### config.mk
export PLATFORM = sky130hd
export DESIGN_NAME = pdl_top
export DESIGN_NICKNAME = d
export VERILOG_FILES = /design/src/shared/pdl_pkg.sv /design/src/hdl/pdl_div.sv /design/src/hdl/pdl_top.sv
export SDC_FILE = /design/constraint.sdc
export NUM_CORES = 1
export LEC_CHECK = 0
export BUFFER_PORTS_ARGS = -buffer_cell sky130_fd_sc_hd__buf_2
export CAP_MARGIN = 20
export CORE_MARGIN = 2
export CORE_UTILIZATION = 40
export DETAILED_ROUTE_END_ITERATION = 10
export PLACE_DENSITY = 0.56
export SETUP_SLACK_MARGIN = 0.05
export SLEW_MARGIN = 20
export SYNTH_ARGS = -nofsm -noshare
export SYNTH_HDL_FRONTEND = slang
export SYNTH_SLANG_ARGS = --single-unit
### constraint.sdc
create_clock -name clk -period 9.11 [get_ports clk]
set_input_delay 0.4555 -clock clk [delete_from_list [all_inputs] [get_ports clk]]
set_output_delay 0.4555 -clock clk [all_outputs]
set_load 0.02 [all_outputs]
### src/shared/pdl_pkg.sv
/*
  constants of the divider and lock-detect block.
  assumes one 40 mhz clock and a plain register port.
*/
// How it works
// - two enabled 3-bit delay cells, r and n
// - p of 1 or 2 with b=1 bypasses counters
// - fixed divide ignores swallow count: n=p*b
// - lock below lock window, unlock beyond wider window
// - lock after programmed consecutive good cycles
// - one bad cycle past unlock window drops lock
// - window from range bit and antibacklash
// - lock flag selectable on three output pins
// - current-source mode sources while locked, else grounds
// - any false lock discharges pin at once
// - pin comparator on monitor and status, both polarities
// - open-drain n and p analog lock pulse variants
// - counter code 00 means five cycles
// - lock detector runs only when disable bit clear
// - pin code 000100 selects current-source mode
package pdl_pkg;
  // ==========================================================
  // register offsets
  localparam logic [7:0] PDL_REG_RDIV_LO = 8'h11; // r divider low byte
  localparam logic [7:0] PDL_REG_RDIV_HI = 8'h12; // r divider high bits
  localparam logic [7:0] PDL_REG_ACNT = 8'h13;    // swallow count
  localparam logic [7:0] PDL_REG_BCNT_LO = 8'h14; // main count low
  localparam logic [7:0] PDL_REG_BCNT_HI = 8'h15; // main count high
  localparam logic [7:0] PDL_REG_PRESC = 8'h16;   // prescaler mode
  localparam logic [7:0] PDL_REG_STAT_CTL = 8'h17; // status mux and antibacklash
  localparam logic [7:0] PDL_REG_LD_CTL = 8'h18;  // lock counter, range, disable
  localparam logic [7:0] PDL_REG_DELAY = 8'h19;   // delay cells
  localparam logic [7:0] PDL_REG_LDPIN = 8'h1a;   // lock pin mux
  localparam logic [7:0] PDL_REG_MON = 8'h1b;     // monitor pin mux
  localparam logic [7:0] PDL_REG_HOLD = 8'h1d;    // comparator enable
  localparam logic [7:0] PDL_REG_STATUS = 8'h1f;  // read-only status
  // ==========================================================
  // field positions
  localparam int PDL_LDC_LSB = 5;   // lock counter [6:5]
  localparam int PDL_LDW_BIT = 4;   // window range
  localparam int PDL_LDDIS_BIT = 3; // disable lock detect
  localparam int PDL_ABP_LSB = 0;   // antibacklash [1:0]
  localparam int PDL_STS_LSB = 2;   // status mux [7:2]
  localparam int PDL_RDLY_EN = 6;   // r delay enable
  localparam int PDL_RDLY_LSB = 3;  // r delay code [5:3]
  localparam int PDL_NDLY_EN = 7;   // n delay enable (own)
  localparam int PDL_NDLY_LSB = 0;  // n delay code [2:0]
  localparam int PDL_CMP_BIT = 3;   // comparator enable
  // ==========================================================
  // reset values
  localparam logic [7:0] PDL_RST_ZERO = 8'h00;
  localparam logic [7:0] PDL_RST_RLO = 8'h01;
  localparam logic [7:0] PDL_RST_BLO = 8'h03;
  localparam logic [7:0] PDL_RST_PRESC = 8'h06;
  // ==========================================================
  // prescaler modes
  localparam logic [2:0] PDL_P_FD1 = 3'h0; // fixed_divide_setting 1 (own code map)
  localparam logic [2:0] PDL_P_DM2 = 3'h1; // dual_modulus_setting 2/3
  localparam logic [2:0] PDL_P_DM4 = 3'h2;
  localparam logic [2:0] PDL_P_DM8 = 3'h3;
  localparam logic [2:0] PDL_P_DM16 = 3'h4;
  localparam logic [2:0] PDL_P_DM32 = 3'h5;
  localparam logic [2:0] PDL_P_FD2 = 3'h6;
  localparam logic [2:0] PDL_P_FD3 = 3'h7;
  // ==========================================================
  // pin mux codes
  localparam logic [5:0] PDL_PIN_LOCK = 6'h00;     // digital_lock_flag
  localparam logic [5:0] PDL_PIN_ALD_N = 6'h01;    // n-channel analog_lock_pulse
  localparam logic [5:0] PDL_PIN_ALD_P = 6'h02;    // p-channel analog_lock_pulse
  localparam logic [5:0] PDL_PIN_CSRC = 6'h04;     // current-source lock mode
  localparam logic [5:0] PDL_PIN_CMP_HI = 6'h05;   // pin comparator, active high
  localparam logic [5:0] PDL_PIN_CMP_LO = 6'h06;   // pin comparator, active low
  localparam logic [5:0] PDL_PIN_LOW = 6'h3f;      // static low
  // ==========================================================
  // window timing, one unit per clk cycle
  localparam int PDL_CLK_MHZ = 40;
  localparam int PDL_WIN_NS = 25;
  localparam int PDL_WIN_CYC = (PDL_WIN_NS * PDL_CLK_MHZ + 999) / 1000; // rounds up
  localparam int PDL_LOCK_BASE = 1;   // lock window, units, high range
  localparam int PDL_UNLOCK_BASE = 3; // unlock window, units, high range
  localparam int PDL_CYC_W = 12;
endpackage : pdl_pkg

### src/hdl/pdl_div.sv
/*
  divider, ratio reloaded only at terminal count.
  assumes one-cycle input pulses on clk.
*/
`timescale 1ns/100ps
module pdl_div
(
  input wire logic clk,
  input wire logic rst_n,
  input wire logic in_pulse, // one pulse per input edge
  input wire logic [17:0] ratio, // divide value, 0 and 1 both divide by one
  output logic out_pulse // one pulse per ratio input pulses
);
  import pdl_pkg::*;
  logic [17:0] cnt_r; // current count
  logic [17:0] ratio_r; // ratio in use

  // ==========================================================
  // counter, new ratio taken only at wrap
  always_ff @(posedge clk or negedge rst_n)
  begin
    if (!rst_n)
    begin
      cnt_r <= 18'h00000;
      ratio_r <= 18'h00001;
      out_pulse <= 1'b0;
    end
    else
    begin
      out_pulse <= 1'b0;
      if (in_pulse)
      begin
        if (cnt_r + 18'h00001 >= ratio_r) // boundary
        begin
          cnt_r <= 18'h00000;
          ratio_r <= ratio;
          out_pulse <= 1'b1;
        end
        else
        begin
          cnt_r <= cnt_r + 18'h00001;
        end
      end
    end
  end
endmodule : pdl_div

### src/hdl/pdl_top.sv
/*
  divider setup, delay cells, digital lock detect, pin muxes.
  assumes slow reference and feedback pins, sampled on clk.
*/
`timescale 1ns/100ps
module pdl_top
(
  input wire logic clk,
  input wire logic reset_n,
  input wire logic [7:0] addr, // register address
  input wire logic [7:0] wdata, // write data
  input wire logic wr, // write strobe
  input wire logic rd, // read strobe
  output logic [7:0] rdata, // read data, cycle after rd
  input wire logic ref_in, // reference clock pin
  input wire logic fb_in, // vco feedback pin
  input wire logic lock_pin_sense, // lock pin level seen by comparator
  output logic ref_div_out, // divided reference pulse to phase_detector
  output logic fb_div_out, // divided feedback pulse to phase_detector
  output logic [2:0] ref_delay_code, // r path delay cell code
  output logic ref_delay_en, // r path delay enable
  output logic [2:0] fb_delay_code, // n path delay code
  output logic fb_delay_en, // n path delay enable
  output logic digital_lock_flag, // lock state
  output logic lock_pin_o, // lock_pin data out
  output logic lock_pin_oe_n, // lock_pin enable, low drives
  output logic lock_pin_isrc, // current source on
  output logic status_pin, // status pin
  output logic reference_monitor_pin // monitor pin
);
  import pdl_pkg::*;

  // ==========================================================
  // reset release
  logic [1:0] rsync_r; // reset synchroniser
  logic rst_n; // synchronised reset
  always_ff @(posedge clk or negedge reset_n)
  begin
    if (!reset_n)
      rsync_r <= 2'b00;
    else
      rsync_r <= {rsync_r[0], 1'b1};
  end
  assign rst_n = rsync_r[1];

  // ==========================================================
  // registers
  logic [7:0] rlo_r, rhi_r, acnt_r, blo_r, bhi_r, presc_r;
  logic [7:0] stat_r, ldctl_r, dly_r, ldpin_r, mon_r, hold_r;
  always_ff @(posedge clk or negedge rst_n)
  begin
    if (!rst_n)
    begin
      rlo_r <= PDL_RST_RLO;
      rhi_r <= PDL_RST_ZERO;
      acnt_r <= PDL_RST_ZERO;
      blo_r <= PDL_RST_BLO;
      bhi_r <= PDL_RST_ZERO;
      presc_r <= PDL_RST_PRESC;
      stat_r <= PDL_RST_ZERO;
      ldctl_r <= PDL_RST_ZERO;
      dly_r <= PDL_RST_ZERO;
      ldpin_r <= PDL_RST_ZERO;
      mon_r <= PDL_RST_ZERO;
      hold_r <= PDL_RST_ZERO;
    end
    else if (wr)
    begin
      unique case (addr)
        PDL_REG_RDIV_LO: rlo_r <= wdata;
        PDL_REG_RDIV_HI: rhi_r <= {2'b00, wdata[5:0]};
        PDL_REG_ACNT: acnt_r <= {2'b00, wdata[5:0]};
        PDL_REG_BCNT_LO: blo_r <= wdata;
        PDL_REG_BCNT_HI: bhi_r <= {3'b000, wdata[4:0]};
        PDL_REG_PRESC: presc_r <= {5'b00000, wdata[2:0]};
        PDL_REG_STAT_CTL: stat_r <= wdata;
        PDL_REG_LD_CTL: ldctl_r <= {1'b0, wdata[6:0]};
        PDL_REG_DELAY: dly_r <= wdata;
        PDL_REG_LDPIN: ldpin_r <= {2'b00, wdata[5:0]};
        PDL_REG_MON: mon_r <= wdata;
        PDL_REG_HOLD: hold_r <= wdata;
        default: ; // unmapped writes ignored
      endcase
    end
  end

  // ==========================================================
  // pin input synchronisers, three stages
  logic [2:0] ref_s_r, fb_s_r, ldp_s_r;
  logic ref_q_r, fb_q_r, ldp_q_r; // filtered levels
  always_ff @(posedge clk or negedge rst_n)
  begin
    if (!rst_n)
    begin
      ref_s_r <= 3'h0;
      fb_s_r <= 3'h0;
      ldp_s_r <= 3'h0;
      ref_q_r <= 1'b0;
      fb_q_r <= 1'b0;
      ldp_q_r <= 1'b0;
    end
    else
    begin
      ref_s_r <= {ref_s_r[1:0], ref_in};
      fb_s_r <= {fb_s_r[1:0], fb_in};
      ldp_s_r <= {ldp_s_r[1:0], lock_pin_sense};
      if (ref_s_r[1] == ref_s_r[2]) ref_q_r <= ref_s_r[2];
      if (fb_s_r[1] == fb_s_r[2]) fb_q_r <= fb_s_r[2];
      if (ldp_s_r[1] == ldp_s_r[2]) ldp_q_r <= ldp_s_r[2];
    end
  end
  logic ref_q_d_r, fb_q_d_r; // previous filtered levels
  always_ff @(posedge clk or negedge rst_n)
  begin
    if (!rst_n)
    begin
      ref_q_d_r <= 1'b0;
      fb_q_d_r <= 1'b0;
    end
    else
    begin
      ref_q_d_r <= ref_q_r;
      fb_q_d_r <= fb_q_r;
    end
  end

  // ==========================================================
  // divide ratios
  logic [17:0] r_ratio, n_ratio;
  logic [12:0] b_val;
  logic [5:0] a_val;
  logic [5:0] p_val;
  logic fd_mode;

  // prescaler ratio from mode code
  function automatic logic [5:0] presc_ratio(input logic [2:0] code);
    unique case (code)
      PDL_P_FD1: presc_ratio = 6'h01;
      PDL_P_DM2, PDL_P_FD2: presc_ratio = 6'h02;
      PDL_P_DM4: presc_ratio = 6'h04;
      PDL_P_DM8: presc_ratio = 6'h08;
      PDL_P_DM16: presc_ratio = 6'h10;
      PDL_P_DM32: presc_ratio = 6'h20;
      PDL_P_FD3: presc_ratio = 6'h03;
    endcase
  endfunction : presc_ratio

  always_comb
  begin
    r_ratio = {4'h0, rhi_r[5:0], rlo_r};
    b_val = {bhi_r[4:0], blo_r};
    a_val = acnt_r[5:0];
    p_val = presc_ratio(presc_r[2:0]);
    fd_mode = (presc_r[2:0] == PDL_P_FD1) || (presc_r[2:0] == PDL_P_FD2)
      || (presc_r[2:0] == PDL_P_FD3);
    if (p_val <= 6'h02 && b_val == 13'h0001)
      n_ratio = {12'h000, p_val};
    else if (fd_mode)
      n_ratio = {12'h000, p_val} * {5'h00, b_val};
    else
      n_ratio = {12'h000, p_val} * {5'h00, b_val} + {12'h000, a_val}; // host keeps a <= b
  end

  logic ref_edge, fb_edge;
  assign ref_edge = ref_q_r && !ref_q_d_r;
  assign fb_edge = fb_q_r && !fb_q_d_r;

  pdl_div u_rdiv
  (
    .clk(clk),
    .rst_n(rst_n),
    .in_pulse(ref_edge),
    .ratio(r_ratio),
    .out_pulse(ref_div_out)
  );
  pdl_div u_ndiv
  (
    .clk(clk),
    .rst_n(rst_n),
    .in_pulse(fb_edge),
    .ratio(n_ratio),
    .out_pulse(fb_div_out)
  );

  // ==========================================================
  // delay codes follow the reference divider boundary
  always_ff @(posedge clk or negedge rst_n)
  begin
    if (!rst_n)
    begin
      ref_delay_code <= 3'h0;
      ref_delay_en <= 1'b0;
      fb_delay_code <= 3'h0;
      fb_delay_en <= 1'b0;
    end
    else if (ref_div_out)
    begin
      ref_delay_en <= dly_r[PDL_RDLY_EN];
      ref_delay_code <= dly_r[PDL_RDLY_LSB +: 3];
      fb_delay_en <= dly_r[PDL_NDLY_EN];
      fb_delay_code <= dly_r[PDL_NDLY_LSB +: 3];
    end
  end

  // ==========================================================
  // edge time difference at the phase_detector
  typedef enum logic [1:0] {
    PDL_IDLE = 2'b00, // waiting for first edge
    PDL_REF_LEAD = 2'b01, // reference edge came first
    PDL_FB_LEAD = 2'b10 // feedback edge came first
  } pdl_meas_e;
  pdl_meas_e meas_r;
  logic [PDL_CYC_W-1:0] diff_r; // cycles since leading edge
  logic done_r; // one pulse per compared pair
  logic [PDL_CYC_W-1:0] res_r; // measured difference
  always_ff @(posedge clk or negedge rst_n)
  begin
    if (!rst_n)
    begin
      meas_r <= PDL_IDLE;
      diff_r <= '0;
      done_r <= 1'b0;
      res_r <= '0;
    end
    else
    begin
      done_r <= 1'b0;
      if (diff_r != '1) diff_r <= diff_r + 1'b1;
      unique case (meas_r)
        PDL_IDLE:
        begin
          diff_r <= '0;
          if (ref_div_out && fb_div_out)
          begin
            done_r <= 1'b1; // aligned edges
            res_r <= '0;
          end
          else if (ref_div_out)
            meas_r <= PDL_REF_LEAD;
          else if (fb_div_out)
            meas_r <= PDL_FB_LEAD;
        end
        PDL_REF_LEAD, PDL_FB_LEAD:
        begin
          if ((meas_r == PDL_REF_LEAD && fb_div_out) ||
              (meas_r == PDL_FB_LEAD && ref_div_out))
          begin
            done_r <= 1'b1;
            res_r <= diff_r + 1'b1;
            meas_r <= PDL_IDLE;
          end
        end
      endcase
    end
  end

  // ==========================================================
  // lock detector
  logic [PDL_CYC_W-1:0] lock_thr, unlock_thr; // window widths in cycles
  logic [7:0] need_cnt; // consecutive good cycles required
  always_comb
  begin
    // antibacklash widens, range bit 0 doubles
    lock_thr = PDL_CYC_W'((PDL_LOCK_BASE + int'(stat_r[PDL_ABP_LSB +: 2]))
      * PDL_WIN_CYC * (ldctl_r[PDL_LDW_BIT] ? 1 : 2));
    unlock_thr = PDL_CYC_W'((PDL_UNLOCK_BASE + int'(stat_r[PDL_ABP_LSB +: 2]))
      * PDL_WIN_CYC * (ldctl_r[PDL_LDW_BIT] ? 1 : 2));
    unique case (ldctl_r[PDL_LDC_LSB +: 2])
      2'b00: need_cnt = 8'h05;
      2'b01: need_cnt = 8'h10;
      2'b10: need_cnt = 8'h40;
      2'b11: need_cnt = 8'hff;
    endcase
  end
  logic [7:0] good_r; // consecutive good cycles
  always_ff @(posedge clk or negedge rst_n)
  begin
    if (!rst_n)
    begin
      good_r <= 8'h00;
      digital_lock_flag <= 1'b0;
    end
    else if (ldctl_r[PDL_LDDIS_BIT])
    begin
      good_r <= 8'h00;
      digital_lock_flag <= 1'b0;
    end
    else if (done_r)
    begin
      if (digital_lock_flag)
      begin
        if (res_r > unlock_thr)
        begin
          digital_lock_flag <= 1'b0;
          good_r <= 8'h00;
        end
      end
      else if (res_r < lock_thr)
      begin
        if (good_r + 8'h01 >= need_cnt)
          digital_lock_flag <= 1'b1;
        else
          good_r <= good_r + 8'h01;
      end
      else
        good_r <= 8'h00;
    end
  end

  // ==========================================================
  // analog pulse while a phase error is measured
  logic ald_pulse;
  assign ald_pulse = (meas_r != PDL_IDLE);
  logic cmp; // comparator output, forced high when disabled
  assign cmp = hold_r[PDL_CMP_BIT] ? ldp_q_r : 1'b1;

  // status and monitor mux
  function automatic logic pin_sel(input logic [5:0] code, input logic lk, input logic c);
    if (code == PDL_PIN_LOCK) pin_sel = lk;
    else if (code == PDL_PIN_CMP_HI) pin_sel = c;
    else if (code == PDL_PIN_CMP_LO) pin_sel = !c;
    else pin_sel = 1'b0;
  endfunction : pin_sel

  // ==========================================================
  // pin outputs
  always_ff @(posedge clk or negedge rst_n)
  begin
    if (!rst_n)
    begin
      lock_pin_o <= 1'b0;
      lock_pin_oe_n <= 1'b0;
      lock_pin_isrc <= 1'b0;
      status_pin <= 1'b0;
      reference_monitor_pin <= 1'b0;
    end
    else
    begin
      status_pin <= pin_sel(stat_r[PDL_STS_LSB +: 6], digital_lock_flag, cmp);
      reference_monitor_pin <= pin_sel({1'b0, mon_r[4:0]}, digital_lock_flag, cmp);
      lock_pin_isrc <= 1'b0;
      lock_pin_oe_n <= 1'b0;
      lock_pin_o <= 1'b0;
      unique case (ldpin_r[5:0])
        PDL_PIN_LOCK: lock_pin_o <= digital_lock_flag;
        PDL_PIN_ALD_N: lock_pin_oe_n <= !ald_pulse; // low pulses, else released
        PDL_PIN_ALD_P:
        begin
          lock_pin_o <= 1'b1; // high pulses, else released
          lock_pin_oe_n <= !ald_pulse;
        end
        PDL_PIN_CSRC:
        begin
          lock_pin_isrc <= digital_lock_flag;
          lock_pin_oe_n <= digital_lock_flag; // grounds at once when false
        end
        default: lock_pin_o <= 1'b0;
      endcase
    end
  end

  // ==========================================================
  // read port
  always_ff @(posedge clk or negedge rst_n)
  begin
    if (!rst_n)
      rdata <= 8'h00;
    else if (rd)
    begin
      unique case (addr)
        PDL_REG_RDIV_LO: rdata <= rlo_r;
        PDL_REG_RDIV_HI: rdata <= rhi_r;
        PDL_REG_ACNT: rdata <= acnt_r;
        PDL_REG_BCNT_LO: rdata <= blo_r;
        PDL_REG_BCNT_HI: rdata <= bhi_r;
        PDL_REG_PRESC: rdata <= presc_r;
        PDL_REG_STAT_CTL: rdata <= stat_r;
        PDL_REG_LD_CTL: rdata <= ldctl_r;
        PDL_REG_DELAY: rdata <= dly_r;
        PDL_REG_LDPIN: rdata <= ldpin_r;
        PDL_REG_MON: rdata <= mon_r;
        PDL_REG_HOLD: rdata <= hold_r;
        PDL_REG_STATUS: rdata <= {5'h00, cmp, ald_pulse, digital_lock_flag};
        default: rdata <= 8'h00; // unmapped reads zero
      endcase
    end
    else
      rdata <= 8'h00;
  end
endmodule : pdl_top

* Word level (Yosys, flattened, before mapping)
Memory sizes are Yosys's and may differ from the RTL's. Index checks and enable logic that the tools add are counted.
Word-level totals: bits in registers 224, ROM bits 48, input bits 23, memories 1
Memories:
- (no name shown) | depth 8, bits a word 6, read ports 1, clocked after memory_dff 0, write ports 0, line pdl_top.sv:137 | unique case (code)
Operators by class: add/subtract/negate cells 7, multipliers 3, order comparisons 6, equal/unequal tests 38, mux-type cells 47, reduce and logical (&&, ||, !) cells 41
Operator list (number):
- 8-bit by 5-bit == test with 1-bit output, second input constant | 13
- 8-bit case mux with 13 select lines | 1
- 18-bit two-way mux | 4
- 8-bit two-way mux | 7
- 12-bit two-way mux | 4
- 18-bit by 1-bit adder with 18-bit output, second input constant | 2
- 4-bit by 32-bit multiplier with 12-bit output | 1
- 8-bit case mux with 4 select lines | 1
- 2-bit AND reduction | 15
- 12-bit case mux with 2 select lines | 1
- 1-bit two-way mux | 20
- 18-bit by 6-bit adder with 18-bit output | 1
- 6-bit by 3-bit == test with 1-bit output, second input constant | 3
- 18-bit by 14-bit greater-or-equal comparator with 1-bit output | 1
- 18-bit greater-or-equal comparator | 1
- 6-bit by 13-bit multiplier with 18-bit output | 1
- 13-bit by 1-bit == test with 1-bit output, second input constant | 1
- 12-bit by 1-bit adder with 12-bit output, second input constant | 1
- 12-bit by 5-bit greater-than comparator with 1-bit output | 1
- 6-bit zero test | 2
- 12-bit less-than comparator | 1
- 12-bit inequality test, second input constant | 1
- 5-bit by 3-bit == test with 1-bit output, second input constant | 2
- 2-bit two-way mux | 5
- 26 further kinds | 52

* Longest topological paths before layout
Gate-level depths: netlist of run 1.
depth after elaboration 8, gate-level depth with buffers 21

* Modules after synthesis
From an unflattened synthesis of run 1, not the netlist that was laid out.
Second synthesis, totals: cell total of the unflattened synthesis 1482, area, all modules 15140.8 sq um
By module, submodules not included:
- pdl_top | instances 1, cells an instance 1062, area an instance 10621.4 sq um, sequential area each 3860.0 sq um
- pdl_div | instances 2, cells an instance 210, area an instance 2259.7 sq um, sequential area each 927.1 sq um

* Worst setup path after synthesis of run 1
Ideal clock, no wire load.
kind reg2reg, start reg presc_r[2], end reg u_ndiv.ratio_r[17], setup time 0.069 ns, arrival 5.308 ns, data required time 9.041 ns, slack 3.733 ns, cell stages (with the launch flop) 20, path buffers 2, clock period less this slack 5.377 ns, path through dfstp_2 > buf_2 > nor2_1 > a21boi_0 > clkbuf_1 > nor2b_1 > fa_1 > fa_1 > inv_1 > fa_1 > inv_1 > ha_1 > a41oi_1 > o221ai_1 > a221oi_1 > xnor2_1 > nor4b_2 > nand2_1 > or4_1 > nand3_1
Between the ends: longest elaborated chain between the ends 5, elaborated cells between the ends (all ways) 12
Ends and longest elaborated chain:
- start: declaration | line pdl_top.sv:48 | logic [7:0] rlo_r, rhi_r, acnt_r, blo_r, bhi_r, presc_r;
- start signal: assignment | line pdl_top.sv:75 | PDL_REG_PRESC: presc_r <= {5'b00000, wdata[2:0]};
- memory 8 x 6 bit, or another cell as far along
- 6-bit by 13-bit multiplier with 18-bit output or 1-bit logical OR (tied branches) | line pdl_top.sv:159, pdl_top.sv:161, pdl_top.sv:154
- 18-bit by 6-bit adder with 18-bit output or 1-bit logical OR (tied branches) | line pdl_top.sv:161, pdl_top.sv:155
- 18-bit two-way mux | line pdl_top.sv:158 | else if (fd_mode)
- 18-bit two-way mux * | line pdl_top.sv:156 | if (p_val <= 6'h02 && b_val == 13'h0001)
- end signal: assignment | line pdl_div.sv:36 | ratio_r <= ratio;
- end: declaration | line pdl_div.sv:16 | logic [17:0] ratio_r;
Mark *: on every way between the ends. The rest lies on a longest branch, timed or not. A chain may end at the register's enable or synchronous reset.

* Final worst setup path of run 1
Same ends and word-level chain as after synthesis.

==> flow_metrics.env, run 1 <==
export IMPL_cts_tree="built"
export IMPL_clk_network_pwr_share_pct=44.9
export IMPL_rsz0062_at_grt="false"
export IMPL_setup_reg_to_reg_worst_slack_ns=3.48
export IMPL_timing_final_max_slew_violations=0
export IMPL_cp_start_kind="flop"
export IMPL_flow_area_growth_from_synthesis_pct=11.5
export IMPL_internal_power_mw=1.79
export IMPL_finalWirelength_mm=33.2
export IMPL_worst_hold_path_endpoint="fb_s_r[0]"
export IMPL_synthMostInstantiatedCell="sky130_fd_sc_hd__dfrtp_1"
export IMPL_switching_share_pct=25.4
export IMPL_critical_path_most_common_cell="sky130_fd_sc_hd__fa_1"
export IMPL_flip_flop_and_latch_count_after_synthesis=224
export IMPL_worst_setup_hold_path_clk_slew_ns=0.06
export IMPL_detail_route_vias_per_cell=5.33
export IMPL_critical_path_top_delay_family="adder cells"
export IMPL_min_period_over_period_pct=61.8
export IMPL_tightest_slew_ns=0.998
export IMPL_min_delay_path_depth=1
export IMPL_grt_pass1_vias=10361
export IMPL_cp_end_kind="flop"
export IMPL_grt_pass1_wl_mm=55.0
export IMPL_via_count=10338
export IMPL_postSynth_asyncResetShare_pct=100
export IMPL_critical_path_slowest_cell="sky130_fd_sc_hd__dfstp_2"
export IMPL_critical_register_to_register_path_endpoint="u_ndiv.ratio_r[17]"
export IMPL_status="finished clean"
export IMPL_cts_repair_resizes=0
export IMPL_gr_total_overflow=0
export IMPL_insertion_delay_ns=0.54
export IMPL_dpl_cell_count=1887
export IMPL_final_period_minus_worst_setup_slack_ns=5.63
export IMPL_timing_hold_violations_final=0
export IMPL_max_vdd_ir_drop_uv=136
export IMPL_total_leakage_power_nw=7.70
export IMPL_timing_critical_path_required_ns=9.57
export IMPL_cts_buffers=26
export IMPL_drt_first_pass_iters=6
export IMPL_fmax_ghz=0.178
export IMPL_grt_start_max_net_pins=84
export IMPL_postCtsSetupBuffers=0
export IMPL_criticalPathCategory="reg -> reg"
export IMPL_final_layout_setup_total_negative_slack_ns=0
export IMPL_syn_cell_area_um2=14300
export IMPL_global_route_usage_total_pct=18.5
export IMPL_clkSinkCount=224
export IMPL_core_region_area_um2=35400
export IMPL_ys_top_cells_by_area="sky130_fd_sc_hd__dfrtp_1, sky130_fd_sc_hd__ha_1, sky130_fd_sc_hd__mux2_2"
export IMPL_netSwitchingPower_mw=0.611
export IMPL_max_stage_delay_ns=0.61
export IMPL_synthDominantAreaCellType="sky130_fd_sc_hd__dfrtp_1"
export IMPL_design_portCount=47
export IMPL_share_seq_of_total_power_pct=45.7
export IMPL_detailedRoute_firstIterationViolations=528
export IMPL_route_detailed_drc=0
export IMPL_number_of_port_buffers=46
export IMPL_combPwrFrac_pct=9.5
export IMPL_post_layout_nonfiller_instances=1938
export IMPL_fin_util_pct=45.1
export IMPL_post_synth_most_frequent_cells="sky130_fd_sc_hd__dfrtp_1, sky130_fd_sc_hd__inv_1, sky130_fd_sc_hd__nand2_1"
export IMPL_die_width_um=193
export IMPL_r2r_worst_path_cells=17
export IMPL_synthesis_instances=1413
export IMPL_setup_violations=0
export IMPL_rows=69
export IMPL_avgSynthCellArea_um2=10.1
export IMPL_clock_tree_htree_level_count=1
export IMPL_critical_path_n_buffers_inverters=2
export IMPL_replace_congestion=0.853
export IMPL_cts_max_path_buffers=3
export IMPL_initial_standard_cell_utilization_of_the_core_pct=40.4
export IMPL_worstPathMaxFanout=13
export IMPL_die_area_um2=37300
export IMPL_final_net_count=1622
export IMPL_worst_r2r_startpoint="presc_r[2]"
export IMPL_max_cap_violations=0
export IMPL_place_hpwl_mm=24.4
export IMPL_crit_path_cell_trace="nand2_1, nor2_1, and2_1, fa_1, fa_1, inv_1, fa_1, inv_1, ha_1, a41oi_1, o221ai_1, a221oi_1, xnor2_1, nor4b_2, nand2_1, or4_1, nand3_1"
export IMPL_power_per_cell_area_nw_per_um2=150
export IMPL_timing_slew_headroom_pct=33.3
export IMPL_yosys_cell_types_count=77
export IMPL_synth_flop_cell="sky130_fd_sc_hd__dfrtp_1"
export IMPL_worstHoldPathType="in -> reg"
export IMPL_finClkSkew_ns=0.0105
export IMPL_yosys_warnings=0
export IMPL_antenna_violating_nets_post_route=0
export IMPL_synth_edff_count=0
export IMPL_drive_above_1_share_pct=15.6
export IMPL_die_height_um=193
export IMPL_clock_root_buffer="sky130_fd_sc_hd__clkbuf_16"
export IMPL_ys_seq_area_share_pct=39.2
export IMPL_hold_path_startpoint="fb_in"
export IMPL_n_antenna_cell=0
export IMPL_wl_per_cell_um=17.1
export IMPL_power_mw=2.40
export IMPL_worst_ep_arrival_time_ns=6.09
export IMPL_yosysTopAreaCellShare_pct=37.9
export IMPL_number_of_antenna_violations_at_the_first_check_in_global_routing=2
==> repair_timing <==
item                                    in CTS  in global routing
hold buffers                                 3                  0
hold endpoints to repair                     4                  0
endpoints found under the setup margin       0                  0
==> how the worst max path moves through the flow <==
stage / startpoint / end / slack [ns] / cells after the start
floorplan: rsync_r[1] / acnt_r[0] / 2.42 / 0
global route: presc_r[2] / u_ndiv.ratio_r[17] / 3.00 / 17
CTS: presc_r[2] / u_ndiv.ratio_r[17] / 3.48 / 17
finish: presc_r[2] / u_ndiv.ratio_r[17] / 3.48 / 17
global placement: presc_r[2] / u_ndiv.ratio_r[17] / 3.58 / 17
detailed placement: presc_r[2] / u_ndiv.ratio_r[17] / 3.51 / 17
==> cell type report <==
| type | instances | area (µm²) |
|---|---|---|
| fill | 3423 | 19400 |
| multi-input combinational | 1027 | 8080 |
| tap | 461 | 577 |
| timing repair buffer | 58 | 332 |
| inverter | 120 | 450 |
| sequential | 224 | 5620 |
| clock buffer | 37 | 783 |
| clock inverter | 11 | 120 |
==> sequential cells by signal (all words and copies together), names as in the netlist, 7 cells and up <==
signal	cells
u_rdiv.cnt_r	18
dly_r	8
rlo_r	8
res_r	12
u_ndiv.ratio_r	18
stat_r	8
ldctl_r	7
blo_r	8
hold_r	8
diff_r	12
mon_r	8
rdata	8
good_r	8
u_ndiv.cnt_r	18
u_rdiv.ratio_r	14
==> power by group through the flow <==
stage	sequential (mW)	combinational [mW]	clock, mW
after floorplan	1.10	0.163	0
after global placement	1.11	0.224	0
after detailed placement	1.11	0.230	0
after CTS	1.10	0.232	1.11
after global routing	1.10	0.262	1.16
final	1.10	0.227	1.08
==> through the flow <==
step                      setup WS, ns  cell area, µm²  hold slack (ns)
final                             3.48           16000           0.0284
after global routing              3.00           16000           0.0158
after CTS                         3.48           16000          0.00228
after detailed placement          3.51           15000            0.244
after global placement            3.58           15000            0.240
after floorplan                   2.42           14300            0.160
==> cells by family after synthesis <==
logic type | after synthesis | share of synthesized area [%]
AOI/OAI and AO/OA | 259 | 12.2
xor gates and xnor gates | 77 | 4.71
adders and majority gates | 145 | 15.0
buffers and inverters | 164 | 4.35
DFF | 224 | 39.2
muxes | 108 | 8.42
other | 2 | 0.0525
and+or+nand+nor | 434 | 16.0
==> metal layers <==
metal	share of wire, %	up-vias	global-route usage, %
met5	0.069	-	0
met3	5.3	50	3.44
met1	47	5070	26.0
met2	45	202	29.7
met4	1.9	4	4.55
li1	-	5012	-
==> placed cells by master, fill, tap and decap left out, drive strengths merged, types with 46 or more instances in the layout <==
master and n:
and2 70, buf 55, dfrtp 217, ha 97
inv 122, mux2 99, nand2 115, nor2 70
o21ai 79, xnor2 46
==> worst reg2reg max path, cell delays in order, from the launching register on <==
cell and delay (ns):
sky130_fd_sc_hd__dfstp_2 0.61, sky130_fd_sc_hd__nand2_1 0.07, sky130_fd_sc_hd__nor2_1 0.52, sky130_fd_sc_hd__and2_1 0.25
sky130_fd_sc_hd__fa_1 0.42, sky130_fd_sc_hd__fa_1 0.55, sky130_fd_sc_hd__inv_1 0.06, sky130_fd_sc_hd__fa_1 0.53
sky130_fd_sc_hd__inv_1 0.04, sky130_fd_sc_hd__ha_1 0.37, sky130_fd_sc_hd__a41oi_1 0.28, sky130_fd_sc_hd__o221ai_1 0.17
sky130_fd_sc_hd__a221oi_1 0.45, sky130_fd_sc_hd__xnor2_1 0.21, sky130_fd_sc_hd__nor4b_2 0.32, sky130_fd_sc_hd__nand2_1 0.11
sky130_fd_sc_hd__or4_1 0.50, sky130_fd_sc_hd__nand3_1 0.09
Power figures use the tool's default switching activity.
==> run 2: changes to the inputs <==
Settings changed: PLACE_DENSITY 0.56 to 0.58.
Clock period 9.11 ns to 4.6 ns, I/O delays scaled along.
==> run 2 against run 1 <==
Effect of this change: the flow now finishes with violations (negative setup slack); global-route usage increased by 0.66 points; critical path depth grew 2; first-iteration DRC count increased by 9.7%; wire length grew 4.7%; die area stayed put; hold slack improved by 0.0042 ns; sequential share of layout area shrank 2.7 points; clock skew about the same; clock power is 82% higher; flip-flop and latch count stayed put; power grew 95%; via count grew 3.7%; largest power group unchanged.
==> flow_metrics.env, run 2 (synthesis results as in run 1) <==
export IMPL_timing_critical_path_required_ns=5.07
export IMPL_place_hpwl_mm=25.4
export IMPL_clock_root_buffer="sky130_fd_sc_hd__clkbuf_16"
export IMPL_tightest_slew_ns=0.918
export IMPL_number_of_antenna_violations_at_the_first_check_in_global_routing=0
export IMPL_criticalPathCategory="reg -> reg"
export IMPL_core_region_area_um2=35400
export IMPL_cts_tree="built"
export IMPL_power_per_cell_area_nw_per_um2=271
export IMPL_setup_violations=7
export IMPL_cts_max_path_buffers=3
export IMPL_replace_congestion=0.921
export IMPL_clkSinkCount=224
export IMPL_status="finished, violations left"
export IMPL_worstHoldPathType="in -> reg"
export IMPL_number_of_port_buffers=46
export IMPL_worstPathMaxFanout=6
export IMPL_timing_slew_headroom_pct=38.7
export IMPL_gr_total_overflow=0
export IMPL_total_leakage_power_nw=8.32
export IMPL_rows=69
export IMPL_worst_hold_path_endpoint="rlo_r[7]"
export IMPL_grt_pass1_wl_mm=57.1
export IMPL_rsz0062_at_grt="true"
export IMPL_timing_final_max_slew_violations=0
export IMPL_worst_r2r_startpoint="presc_r[1]"
export IMPL_hold_path_startpoint="wdata[7]"
export IMPL_critical_register_to_register_path_endpoint="u_ndiv.ratio_r[17]"
export IMPL_cp_end_kind="flop"
export IMPL_timing_final_ws_setup_ns=-0.241
export IMPL_max_vdd_ir_drop_uv=293
export IMPL_antenna_violating_nets_post_route=0
export IMPL_violations_in_the_final_reports="negative setup slack"
export IMPL_clock_tree_htree_level_count=1
export IMPL_worst_ep_arrival_time_ns=5.31
export IMPL_final_layout_setup_total_negative_slack_ns=-0.895
export IMPL_fmax_ghz=0.207
export IMPL_die_width_um=193
export IMPL_r2r_worst_path_cells=19
export IMPL_grt_pass1_vias=10905
export IMPL_cp_start_kind="flop"
export IMPL_mostFrequentLayoutCell="sky130_fd_sc_hd__dfrtp_1"
export IMPL_initial_standard_cell_utilization_of_the_core_pct=40.4
export IMPL_detail_route_vias_per_cell=5.24
export IMPL_cts_buffers=26
export IMPL_finClkSkew_ns=0.0104
export IMPL_timing_hold_violations_final=0
export IMPL_flow_area_growth_from_synthesis_pct=20.8
export IMPL_top_regs="u_ndiv.cnt_r: 18 flops, u_ndiv.ratio_r: 18 flops, u_rdiv.cnt_r: 18 flops"
export IMPL_min_delay_path_depth=2
export IMPL_grt_start_max_net_pins=100
export IMPL_drt_first_pass_iters=5
export IMPL_final_cell_mix="sky130_fd_sc_hd__dfrtp_1, sky130_fd_sc_hd__nand2_1, sky130_fd_sc_hd__inv_1"
export IMPL_route_detailed_drc=0
export IMPL_wl_per_cell_um=17.0
export IMPL_finalWirelength_mm=34.7
export IMPL_min_period_over_period_pct=105
export IMPL_die_area_um2=37300
export IMPL_drive_above_1_share_pct=26.1
export IMPL_worst_hold_slack_ns=0.0325
export IMPL_via_count=10717
export IMPL_final_net_count=1728
export IMPL_insertion_delay_ns=0.54
export IMPL_worst_setup_hold_path_clk_slew_ns=0.06
export IMPL_setup_reg_to_reg_worst_slack_ns=-0.24
export IMPL_global_route_usage_total_pct=19.2
export IMPL_die_height_um=193
export IMPL_max_cap_violations=0
export IMPL_detailedRoute_firstIterationViolations=579
export IMPL_final_period_minus_worst_setup_slack_ns=4.84
export IMPL_design_portCount=47
[run 2: cell count changes in the layout (fill, tap and decap cells not counted), moves of 5 or more]
cell                      before  now
sky130_fd_sc_hd__nor2b_2       0    6
sky130_fd_sc_hd__inv_2         0   10
sky130_fd_sc_hd__buf_6         1    9
sky130_fd_sc_hd__ha_1         97   85
sky130_fd_sc_hd__and2_4        0    7
sky130_fd_sc_hd__nor2b_1      32   26
sky130_fd_sc_hd__buf_4         8  101
sky130_fd_sc_hd__inv_1       120  110
sky130_fd_sc_hd__a21oi_1      37   32
sky130_fd_sc_hd__and2_1       69   62
sky130_fd_sc_hd__ha_4          0   11
sky130_fd_sc_hd__xnor2_1      46   41
[run 2: worst max-delay path, stage by stage (launching register included)]
cell                        delay, ns
sky130_fd_sc_hd__dfstp_2         0.40
sky130_fd_sc_hd__buf_6           0.13
sky130_fd_sc_hd__or3_4           0.44
sky130_fd_sc_hd__nand2_8         0.10
sky130_fd_sc_hd__and2_4          0.14
sky130_fd_sc_hd__fa_1            0.45
sky130_fd_sc_hd__fa_1            0.54
sky130_fd_sc_hd__inv_2           0.04
sky130_fd_sc_hd__fa_1            0.49
sky130_fd_sc_hd__inv_2           0.05
sky130_fd_sc_hd__ha_4            0.31
sky130_fd_sc_hd__nand3_4         0.11
sky130_fd_sc_hd__o2111ai_4       0.21
sky130_fd_sc_hd__buf_6           0.13
sky130_fd_sc_hd__xnor2_2         0.06
sky130_fd_sc_hd__nand4bb_4       0.27
sky130_fd_sc_hd__nor3_4          0.21
sky130_fd_sc_hd__nand4bb_1       0.12
sky130_fd_sc_hd__or4_1           0.50
sky130_fd_sc_hd__nand3_1         0.08
[run 2: worst max path at each step]
stage | startpoint | end | slack [ns]
floorplan | presc_r[2] | u_ndiv.ratio_r[17] | -0.16
global placement | presc_r[1] | u_ndiv.ratio_r[17] | -0.23
detailed placement | presc_r[1] | u_ndiv.ratio_r[17] | -0.28
CTS | presc_r[1] | u_ndiv.ratio_r[17] | -0.22
global route | presc_r[1] | u_ndiv.ratio_r[17] | -0.41
finish | presc_r[1] | u_ndiv.ratio_r[17] | -0.24
[run 2: metrics by stage]
step / total power, mW / setup slack (ns) / utilization [%] / cell area (µm²) / std cells
floorplan: 2.53 / -0.161 / - / 14600 / 1415
global placement: 2.70 / -0.234 / 44.9 / 15900 / 1966
detailed placement: 2.72 / -0.280 / 44.9 / 15900 / 1966
CTS: 4.75 / -0.218 / 48.1 / 17000 / 2029
global route: 4.92 / -0.409 / 48.9 / 17300 / 2043
finish: 4.69 / -0.241 / 48.9 / 17300 / 2044
[run 2: layout make-up]
class,count,area (µm²)
clock buffers,37,763
repair buffers,163,1180
flip-flops and latches,224,5620
fillers,3290,18100
inverters,120,450
multi-input cells,1028,8650
diodes,1,2.50
clock inverters,10,60.1
well taps,461,577
[run 2: power by group]
group,switching (mW),internal [mW],total (mW)
Combinational,0.300,0.255,0.555
Clock,0.823,1.15,1.97
Sequential,0.105,2.06,2.16
Total,1.23,3.46,4.69
[run 2: metal layers]
layer  track usage, %  vias up  wire length (µm)
met5                0        -                 0
met4             4.17        0               624
met3             3.76       52              1800
met2             31.3      201             16000
met1             26.6     5237             16300
li1                 -     5227                 -
[run 2: what timing repair did]
item / 4_1_cts / 5_1_grt
setup buffers: 10 / 14
resized for setup: 40 / 30
pin swaps: 22 / 37
endpoints found under the setup margin: 7 / 12
hold buffers: 5 / 0
hold endpoints to repair: 5 / 0
cloned: 1 / 0
